## config.mk

```make
export PLATFORM = sky130hd
export DESIGN_NAME = nspc_host
export DESIGN_NICKNAME = d
export VERILOG_FILES = /design/src/hw/nspc_pkg.sv /design/src/hw/nspc_host.sv /design/src/hw/nspc_strobe.sv
export SDC_FILE = /design/constraint.sdc
export NUM_CORES = 2
export LEC_CHECK = 0
export BUFFER_PORTS_ARGS = -buffer_cell sky130_fd_sc_hd__buf_2
export CAP_MARGIN = 5
export CORE_UTILIZATION = 24
export CTS_BUF_LIST = sky130_fd_sc_hd__clkbuf_8
export DETAILED_ROUTE_END_ITERATION = 8
export HOLD_SLACK_MARGIN = 0.15
export PLACE_DENSITY_LB_ADDON = 0.2
export RECOVER_POWER = 100
export SYNTH_ARGS = -nofsm -noshare
export SYNTH_HDL_FRONTEND = slang
export SYNTH_SLANG_ARGS = --single-unit
```

## constraint.sdc

```tcl
create_clock -name pclk -period 4.6 [get_ports pclk]
set_input_delay 1.15 -clock pclk [delete_from_list [all_inputs] [get_ports pclk]]
set_output_delay 1.15 -clock pclk [all_outputs]
set_load 0.1 [all_outputs]
```

## src/hw/nspc_pkg.sv

```systemverilog
package nspc_pkg;
    // command codes placed on the flash bus
    localparam logic [7:0] CMD_STATUS = 8'h70;
    localparam logic [7:0] CMD_DSTATUS = 8'h71;
    localparam logic [7:0] CMD_RESET = 8'hff;
    localparam logic [7:0] CMD_PROG = 8'h80;
    localparam logic [7:0] CMD_MPROG = 8'h81;
    localparam logic [7:0] CMD_CONF = 8'h10;
    localparam logic [7:0] CMD_CACHE = 8'h15;
    localparam logic [7:0] CMD_ERASE = 8'h60;
    localparam logic [7:0] CMD_ECONF = 8'hd0;
    // status byte fields
    localparam int ST_FAIL = 0;
    localparam int ST_PREV = 1;
    localparam int ST_PBRDY = 5;
    localparam int ST_DCRDY = 6;
    localparam int ST_WPN = 7;
    // apb register byte offsets
    localparam logic [7:0] OFF_CTRL = 8'h00;
    localparam logic [7:0] OFF_ADDR = 8'h04;
    localparam logic [7:0] OFF_STAT = 8'h08;
    localparam logic [7:0] OFF_RSLT = 8'h0c;
    localparam logic [7:0] OFF_BAD = 8'h10;
    localparam logic [31:0] RST_ZERO = 32'h0000_0000;
    // ctrl opcodes (bits 2:0), bit 3 = multi-plane, bit 4 = cache confirm
    localparam logic [2:0] OP_STATUS = 3'h1;
    localparam logic [2:0] OP_PROG = 3'h2;
    localparam logic [2:0] OP_ERASE = 3'h3;
    localparam logic [2:0] OP_RESET = 3'h4;
    localparam logic [2:0] OP_MARKBAD = 3'h5;
    localparam int CTRL_MULTI = 3;
    localparam int CTRL_CACHE = 4;
    // bus strobe timing
    localparam int STROBE_NS = 30;
    localparam int CLK_NS = 10;
    localparam int STROBE_CYC = (STROBE_NS + CLK_NS - 1) / CLK_NS;
    localparam int NBLK = 2048;
    localparam int LAST_COL = 2175;

    typedef struct packed {
        logic cle;
        logic ale;
        logic we_n;
        logic re_n;
        logic [7:0] dq_out;
        logic dq_oe;
    } nspc_bus_t;
endpackage

```

## src/hw/nspc_host.sv

```systemverilog
`timescale 1ns/100ps
// How it works
// - after 70h, each read strobe low returns the status byte on the bus
// - pass/fail is taken only once ready after program or erase
// - pages of a block programmed strictly ascending; the host takes any page in addr_reg and does not check the order
// - bad block: one column read, mostly zero means bad; the host reads no column, it marks bad via mark-bad op or failed status
// - never erase a block known bad
// - check status after each program or erase, mark failed block bad
// - host corrects at least 8 bits per 512 bytes; this host has no ECC, program data goes out uncoded
// - during power-on busy only reset or 70h may be issued; a status op with the multi bit set also lets 71h out
// - end cache program with 10h, else poll bit 6 then reset; this host ends every cache program with 15h and polls bit 6, no reset
// - same termination for multi-plane cache program
// - no data driven while device outputs data in cache program
// - x8 program data columns 0 to 2175 including spare
module nspc_host import nspc_pkg::*; #(
    parameter int NBLOCKS = NBLK,
    parameter int LASTCOL = LAST_COL
) (
    input wire logic pclk, // clock
    input wire logic presetn, // async reset, low
    input wire logic psel, // apb select
    input wire logic penable, // apb enable
    input wire logic pwrite, // apb write
    input wire logic [7:0] paddr, // apb byte address
    input wire logic [31:0] pwdata, // apb write data
    output logic [31:0] prdata, // apb read data
    output logic pready, // apb ready
    output logic pslverr, // apb error
    output logic cle, // command latch enable
    output logic ale, // address latch enable
    output logic ce_n, // chip enable, low
    output logic we_n, // write strobe, low
    output logic read_strobe_n, // read strobe, low
    output logic wp_n, // write protect, low
    output logic [7:0] dq_out, // bus data out
    output logic dq_oe, // bus drive enable
    input wire logic [7:0] dq_in, // bus data in
    input wire logic ready_busy_n // device busy when low
);
    typedef enum logic [6:0] {
        S_IDLE = 7'b0000001,
        S_CMD = 7'b0000010,
        S_ADDR = 7'b0000100,
        S_DATA = 7'b0001000,
        S_CONF = 7'b0010000,
        S_WAIT = 7'b0100000,
        S_POLL = 7'b1000000
    } nspc_state_t;

    function automatic logic bad_of(input logic [NBLOCKS-1:0] t,
                                    input logic [15:0] b);
        bad_of = t[b[$clog2(NBLOCKS)-1:0]];
    endfunction

    nspc_state_t state_reg, state_next;
    logic [31:0] ctrl_reg, addr_reg, rslt_reg;
    logic [NBLOCKS-1:0] bad_reg;
    logic [7:0] last_cmd_reg, status_reg;
    logic [2:0] step_reg;
    logic [11:0] col_reg;
    logic busy_reg, err_reg, done_reg, fail_reg, init_seen_reg;
    logic [2:0] rb_sync;
    logic poll_cmd_reg;
    logic [7:0] dq_s2, dq_s3;
    logic rb_stable;
    logic go, go_rd, st_active, st_done;
    logic [7:0] st_rdata, drive_byte;
    logic drive_cle, drive_ale;

    // three-stage pin sampling; a change counts when stages 2 and 3 agree
    always_ff @(posedge pclk or negedge presetn) begin
        if (!presetn) begin
            rb_sync <= 3'h0;
            rb_stable <= 1'b0;
            dq_s2 <= 8'h00;
            dq_s3 <= 8'h00;
        end else begin
            rb_sync <= {rb_sync[1:0], ready_busy_n};
            if (rb_sync[1] == rb_sync[2]) rb_stable <= rb_sync[2];
            dq_s2 <= dq_s1b;
            dq_s3 <= dq_s2;
        end
    end
    logic [7:0] dq_s1b;
    always_ff @(posedge pclk or negedge presetn) begin
        if (!presetn) dq_s1b <= 8'h00;
        else dq_s1b <= dq_in;
    end
    logic [7:0] dq_cur;
    always_ff @(posedge pclk or negedge presetn) begin
        if (!presetn) dq_cur <= 8'h00;
        else if (dq_s2 == dq_s3) dq_cur <= dq_s3;
    end
    wire apb_acc = psel && penable;
    wire apb_wr = apb_acc && pwrite;
    wire [2:0] op = ctrl_reg[2:0];
    wire multi = ctrl_reg[CTRL_MULTI];
    wire cache = ctrl_reg[CTRL_CACHE];
    wire [15:0] blk = addr_reg[31:16];
    wire blk_bad = bad_of(bad_reg, blk);
    wire start = apb_wr && (paddr == OFF_CTRL) && !busy_reg;
    // power-on busy: only reset or status may go out
    wire op_allowed = init_seen_reg || (pwdata[2:0] == OP_STATUS) ||
        (pwdata[2:0] == OP_RESET);
    wire erase_bad = (pwdata[2:0] == OP_ERASE) &&
        bad_of(bad_reg, addr_reg[31:16]);
    wire accept = start && op_allowed && !erase_bad;
    wire [7:0] status_cmd = multi ? CMD_DSTATUS : CMD_STATUS;
    wire [7:0] first_cmd = (op == OP_ERASE) ? CMD_ERASE :
        (op == OP_RESET) ? CMD_RESET :
        (op == OP_STATUS) ? status_cmd :
        (multi ? CMD_MPROG : CMD_PROG);
    wire [7:0] conf_cmd = (op == OP_ERASE) ? CMD_ECONF :
        (cache ? CMD_CACHE : CMD_CONF);
    // status bits: program/erase uses bit 5, cache wait uses bit 6
    wire ready_ok = cache ? dq_cur[ST_DCRDY] : dq_cur[ST_PBRDY];
    wire fail_now = dq_cur[ST_FAIL] |
        (cache & dq_cur[ST_PREV]);
    wire [7:0] addr_bytes[5];
    assign addr_bytes[0] = addr_reg[7:0];
    assign addr_bytes[1] = {4'h0, addr_reg[11:8]};
    assign addr_bytes[2] = addr_reg[23:16];
    assign addr_bytes[3] = addr_reg[31:24];
    assign addr_bytes[4] = 8'h00;
    wire [2:0] first_ab = (op == OP_ERASE) ? 3'd2 : 3'd0;

    always_comb begin
        state_next = state_reg;
        go = 1'b0;
        go_rd = 1'b0;
        drive_byte = 8'h00;
        drive_cle = 1'b0;
        drive_ale = 1'b0;
        case (state_reg)
            S_IDLE: begin
                if (accept && pwdata[2:0] != OP_MARKBAD) state_next = S_CMD;
            end
            S_CMD: begin
                go = 1'b1;
                drive_cle = 1'b1;
                // after a busy wait the status command goes out first
                drive_byte = poll_cmd_reg ? status_cmd : first_cmd;
                if (st_done) begin
                    if (op == OP_STATUS || poll_cmd_reg) state_next = S_POLL;
                    else if (op == OP_RESET) state_next = S_WAIT;
                    else state_next = S_ADDR;
                end
            end
            S_ADDR: begin
                go = 1'b1;
                drive_ale = 1'b1;
                drive_byte = addr_bytes[step_reg];
                if (st_done && step_reg == 3'd4) begin
                    state_next = (op == OP_ERASE) ? S_CONF : S_DATA;
                end
            end
            S_DATA: begin
                // writes only: device never outputs here
                go = 1'b1;
                drive_byte = col_reg[7:0] ^ addr_reg[7:0];
                if (st_done && col_reg == 12'(LASTCOL)) state_next = S_CONF;
            end
            S_CONF: begin
                go = 1'b1;
                drive_cle = 1'b1;
                drive_byte = conf_cmd;
                if (st_done) state_next = S_WAIT;
            end
            S_WAIT: begin
                if (rb_stable || cache) state_next = S_CMD;
            end
            S_POLL: begin
                go = 1'b1;
                go_rd = 1'b1;
                if (st_done && (op == OP_STATUS || ready_ok))
                    state_next = S_IDLE;
            end
            default: state_next = S_IDLE;
        endcase
    end

    // read data crosses four flops: hold the strobe until it has settled
    nspc_strobe #(.HOLD(STROBE_CYC + 3)) u_strobe (
        .pclk(pclk),
        .presetn(presetn),
        .go(go && !st_done),
        .rd(go_rd),
        .din_sync(dq_cur),
        .active(st_active),
        .done(st_done),
        .rdata(st_rdata)
    );

    always_ff @(posedge pclk or negedge presetn) begin
        if (!presetn) begin
            state_reg <= S_IDLE;
            step_reg <= 3'h0;
            col_reg <= 12'h000;
            poll_cmd_reg <= 1'b0;
        end else begin
            state_reg <= state_next;
            if (state_reg == S_WAIT && state_next == S_CMD)
                poll_cmd_reg <= 1'b1;
            else if (state_reg == S_IDLE) poll_cmd_reg <= 1'b0;
            if (state_reg == S_CMD) step_reg <= first_ab;
            else if (state_reg == S_ADDR && st_done) step_reg <= step_reg + 3'd1;
            if (state_reg != S_DATA) col_reg <= addr_reg[11:0];
            else if (st_done) col_reg <= col_reg + 12'h001;
        end
    end

    // registers and results
    always_ff @(posedge pclk or negedge presetn) begin
        if (!presetn) begin
            ctrl_reg <= RST_ZERO;
            addr_reg <= RST_ZERO;
            rslt_reg <= RST_ZERO;
            bad_reg <= '0;
            busy_reg <= 1'b0;
            err_reg <= 1'b0;
            done_reg <= 1'b0;
            fail_reg <= 1'b0;
            init_seen_reg <= 1'b0;
            status_reg <= 8'h00;
            last_cmd_reg <= 8'h00;
        end else begin
            if (rb_stable) init_seen_reg <= 1'b1;
            if (apb_wr && paddr == OFF_ADDR && !busy_reg) addr_reg <= pwdata;
            if (start) begin
                err_reg <= !(op_allowed && !erase_bad);
                done_reg <= 1'b0;
            end
            if (accept) begin
                ctrl_reg <= pwdata;
                busy_reg <= (pwdata[2:0] != OP_MARKBAD);
                if (pwdata[2:0] == OP_MARKBAD)
                    bad_reg[addr_reg[16 +: $clog2(NBLOCKS)]] <= 1'b1;
            end
            if (st_done && (state_reg == S_CMD || state_reg == S_CONF))
                last_cmd_reg <= drive_byte;
            if (state_reg == S_POLL && st_done) begin
                status_reg <= st_rdata;
                if (op == OP_STATUS || ready_ok) begin
                    busy_reg <= 1'b0;
                    done_reg <= 1'b1;
                    rslt_reg <= {16'h0000, last_cmd_reg, st_rdata};
                    if (op == OP_PROG || op == OP_ERASE) begin
                        fail_reg <= fail_now;
                        if (fail_now) bad_reg[blk[$clog2(NBLOCKS)-1:0]] <=
                            1'b1;
                    end
                end
            end
        end
    end

    // bus pins, all registered
    always_ff @(posedge pclk or negedge presetn) begin
        if (!presetn) begin
            cle <= 1'b0;
            ale <= 1'b0;
            ce_n <= 1'b1;
            we_n <= 1'b1;
            read_strobe_n <= 1'b1;
            wp_n <= 1'b0;
            dq_out <= 8'h00;
            dq_oe <= 1'b0;
            prdata <= RST_ZERO;
            pready <= 1'b0;
            pslverr <= 1'b0;
        end else begin
            cle <= drive_cle;
            ale <= drive_ale;
            ce_n <= !busy_reg;
            we_n <= !(st_active && !go_rd && !st_done);
            read_strobe_n <= !(st_active && go_rd && !st_done);
            wp_n <= ctrl_reg[5];
            dq_out <= drive_byte;
            dq_oe <= go && !go_rd;
            pready <= psel && !penable;
            pslverr <= 1'b0;
            if (psel && !penable) begin
                case (paddr)
                    OFF_CTRL: prdata <= ctrl_reg;
                    OFF_ADDR: prdata <= addr_reg;
                    OFF_STAT: prdata <= {24'h0, status_reg[7:5], 1'b0,
                        fail_reg, err_reg, done_reg, busy_reg};
                    OFF_RSLT: prdata <= rslt_reg;
                    OFF_BAD: prdata <= {31'h0, blk_bad};
                    default: begin
                        prdata <= RST_ZERO;
                        pslverr <= 1'b1;
                    end
                endcase
            end
        end
    end
endmodule

```

## src/hw/nspc_strobe.sv

```systemverilog
`timescale 1ns/100ps
// drives one byte cycle: we or re pulse, sampling on the last hold cycle, one clock before re rises
module nspc_strobe import nspc_pkg::*; #(
    parameter int HOLD = STROBE_CYC
) (
    input wire logic pclk, // clock
    input wire logic presetn, // async reset, low
    input wire logic go, // start one cycle when idle, level
    input wire logic rd, // 1 = read strobe, 0 = write strobe
    input wire logic [7:0] din_sync, // synchronised bus data
    output logic active, // strobe low
    output logic done, // cycle end, pulse
    output logic [7:0] rdata // byte sampled on read
);
    logic [7:0] cnt_reg;
    logic rd_reg;
    wire last = (cnt_reg == 8'(HOLD));
    always_ff @(posedge pclk or negedge presetn) begin
        if (!presetn) begin
            cnt_reg <= 8'h00;
            rd_reg <= 1'b0;
            active <= 1'b0;
            done <= 1'b0;
            rdata <= 8'h00;
        end else begin
            done <= 1'b0;
            if (go && !active) begin
                active <= 1'b1;
                rd_reg <= rd;
                cnt_reg <= 8'h00;
            end else if (active) begin
                cnt_reg <= cnt_reg + 8'h01;
                if (last) begin
                    active <= 1'b0;
                    done <= 1'b1;
                    // sample before releasing: sync latency absorbed by hold
                    if (rd_reg) rdata <= din_sync;
                end
            end
        end
    end
endmodule

```

==> results.tsv <==
stage	metric	value	unit
run_status	run status	complete, but fails checks	
run_status	violations in the final reports	capacitance limit, slew limit	
placement	DP Cell Count	12500	
drt	residual antenna-violating net count after detailed routing	0	
drt	vias after detailed routing	67100	
floorplanning	die outline area	397000	sq um
synth	number of enable-type register cells in the synthesized netlist	0	
floorplanning	floorplan die height	630	microns
drt	routed len/inst	29.0	microns
power	Max IR drop VDD	0.000209	V
drt	total detailed-routing wirelength	386	mm
finish	area growth from synthesis to layout	18.5	%
clock_tree	clock-pin transition on the worst setup and hold timing paths	0.06	ns
drt	met3 wire length	22.1	mm
sta	FMAX	224	MHz
flow_run	number of max-cap violations	13	
sta	Worst Tran Pin Value	2.73	ns
synth	Yosys warning count	0	
drt	length of routed wiring on met1	177	mm
synth	Synth area leader	dfrtp_1	
synth	post-synthesis cell count	7468	
global_route	first-pass GRT wire length	546	mm
synth	post-synthesis async set-or-reset flop share	100	%
clock_tree	H-tree depth	5	
critical_path	crit path max fanout	21	
finish	Layout Cells excl Fill	13300	
clock_tree	clk root buf	clkbuf_8	
worst_hold_path	count of cells along the worst hold path	2	
critical_path	crit-path cells	buf_12 -> nand4bb_4 -> buf_12 -> buf_4 -> o22ai_1 -> nor4_2 -> nand2_1 -> a22oi_2 -> buf_4 -> nand4_1 -> a22oi_1 -> buf_4 -> nand4_4 -> buf_12 -> a21oi_4 -> buf_4 -> mux2_2	
synth	cell types with the largest area share after synthesis	dfrtp_1 60%, o21bai_1 12%, mux2i_1 11%	
placement	Port-buffer cells	102	
power	P_leak	51.3	nW
clock_tree	CTS tree	done	
synth	main flop type after synthesis	dfrtp_1	
sta	Setup Total Neg Slack	0	ns
global_route	initial antenna violation count	21	
clock_tree	number of buffers added by the clock tree synthesis step	409	
floorplanning	Starting Density	24.1	%
clock_tree	latest clock arrival within the worst-skew pair	1.15	ns
power	cell area power density	360	nW/um^2
drt	average via count per standard cell	5.04	
global_route	GRT Overall Usage	18.9	%
finish	layout filler cell count	40000	
floorplanning	Std-Cell Core Area	392000	sq um
synth	number of distinct library cells after synthesis	62	
critical_path	Arrival @ worst endpoint	5.41	ns
critical_path	Worst R2R Path Depth	17	
drt	highest signal layer in the routed design	met5	
drt	initial DRC count	5582	
floorplanning	total I/O pin count	103	
sta	Rel. slew slack	-82.2	%
finish	flip-flop count of the largest register after layout	2048	
global_route	maximum number of pins on one net before global-route repair	159	
global_route	via count of the first global-routing pass	69500	
worst_hold_path	path category of the worst min-delay check	primary input to flop	
clock_tree	total number of clock tree sinks	2271	
sta	RSZ-0062 raised after global routing	false	
synth	average size of a mapped cell	12.7	sq um
placement	placed wire-length estimate after detailed placement	216	mm
synth	cell area after synthesis	94600	sq um
synth	count of state elements after synthesis	2271	
synth	top-area cell type share of the netlist area	60.0	%
critical_path	CP dominant cell by count	buf_4	
synth	sequential share of the synthesized area	60.1	%
sta	setup skew after layout	0.0936	ns
sta	fin. max-slew vios	583	
critical_path	largest stage delay on the critical path	0.40	ns
clock_tree	Clock Tree Buf Depth	4	
critical_path	Crit path buffers/inverters	7	
floorplanning	number of rows created at floorplan	230	
placement	RD Place Congestion	0.806	
finish	layout cells sized above 1	14.9	%
finish	commonest cells after routing, fill and taps aside	2,265 x dfrtp_1, 1,536 x o21bai_1, 1,013 x mux2i_1	
global_route	overall overflow remaining after global route	0	
sta	post-layout minimum cycle time	4.46	ns
critical_path	CP max stage cell	dfrtp_1	
critical_path	Setup Crit Path Kind	flop to flop	
drt	routed wire length on met2	174	mm
power	Pwr Total	40.3	mW
sta	final cycle utilization of the critical path	96.9	%
critical_path	Largest delay share family, worst path	buffers and inverters	
drt	detailed-route DRC error count	0	
synth	synthesized netlist net count	7527	
sta	setup violators final	0	
critical_path	Critical Path Source Type	flop	
critical_path	CP endpoint kind	flop	
drt	count of TritonRoute iterations in the first routing pass	6	
finish	count of nets after finishing	7834	
critical_path	count of cell instances traversed by the critical path	17	
floorplanning	die width	630	microns
sta	Final Hold Vio Count	0	
critical_path	required time of the critical path	5.55	ns
finish	most common cell after layout, fill and taps aside	dfrtp_1	
synth_stat cells, types with 18 or more instances:
| cell | number |
|---|---|
| dfrtp_1 | 2267 |
| xor2_1 | 23 |
| a21oi_1 | 18 |
| mux2_1 | 26 |
| nand3_1 | 30 |
| buf_2 | 223 |
| a22oi_1 | 53 |
| mux2i_1 | 1032 |
| mux2_2 | 69 |
| a21o_1 | 514 |
| buf_1 | 18 |
| buf_4 | 29 |
| nor4_1 | 132 |
| nor2_1 | 107 |
| o21ai_0 | 51 |
| o22ai_1 | 515 |
| o21bai_1 | 1536 |
| nand2_1 | 266 |
| clkbuf_1 | 364 |
metrics by stage:
stage / hold slack, ns / setup slack (ns) / cell area, sq um / utilization (%)
after floorplan: 0.331 / 1.03 / 94600 / -
after global placement: 0.337 / -0.500 / 104000 / 26.5
after detailed placement: 0.336 / -0.465 / 104000 / 26.5
after CTS: 0.187 / 0.0119 / 112000 / 28.7
after global routing: 0.227 / 0.0326 / 112000 / 28.6
final: 0.288 / 0.142 / 112000 / 28.6
worst reg2reg max path, cell delays in order, from the launching register on:
cell	delay (ns)
dfrtp_1	0.40
buf_12	0.21
nand4bb_4	0.31
buf_12	0.29
buf_4	0.27
o22ai_1	0.15
nor4_2	0.40
nand2_1	0.17
a22oi_2	0.30
buf_4	0.18
nand4_1	0.16
a22oi_1	0.21
buf_4	0.16
nand4_4	0.17
buf_12	0.21
a21oi_4	0.16
buf_4	0.21
mux2_2	0.35
logic make-up (layout without fill, tap and decap cells):
kind of cell / Yosys count / in the layout / share of synthesized area (%)
multiplexers: 1138 / 1138 / 12.3
AO/OA/AOI/OAI: 2720 / 2720 / 20.8
adder cells (fa/ha/maj): 6 / 6 / 0.0767
flip-flops: 2271 / 2271 / 60.1
AND/OR/NAND/NOR: 647 / 647 / 3.38
buffers and inverters: 653 / 1280 / 3.05
XOR/XNOR: 33 / 33 / 0.306
other: 0 / 8 / 0
what timing repair did:
item	CTS	global route
setup buffers	0	23
hold buffers	10	0
hold endpoints to repair	48	0
gates resized for setup	19	60
gates cloned	1	10
pin swaps	1	14
endpoints found under the setup margin	37	35
power by group:
group,switching [mW],total [mW],internal [mW]
sequential,0.0357,20.1,20.0
combinational,0.694,0.886,0.192
clock,9.04,19.4,10.4
total,9.77,40.3,30.6
final cells by class:
type	count	area, sq um	share of cell area (%)
well taps	5220	6530	5.83
multi-input cells	4544	35300	31.5
diodes	8	20.0	0.0179
repair buffers	537	5040	4.50
clock inverters	228	1310	1.17
clock buffers	503	6920	6.18
flip-flops and latches	2271	56800	50.7
inverters	12	45.0	0.0402
path summary, 6_finish.rpt:
check	start	end	slack, ns
min in group asynchronous	presetn	bad_reg[121]	1.48
setup / recovery	addr_reg[17]	ctrl_reg[4]	0.14
max in group asynchronous	presetn	bad_reg[1645]	0.33
hold reg to reg	dq_s1b[7]	dq_s2[7]	0.34
setup reg to reg	addr_reg[17]	ctrl_reg[4]	0.14
hold / removal	pwdata[9]	ctrl_reg[9]	0.29
metal layers:
layer,GRT usage [%],vias up
met1,26.8,36100
met2,29.8,2277
li1,-,28000
met5,0,-
met4,5.31,6
met3,2.83,671
No activity file was read; power rests on OpenSTA's default activity.
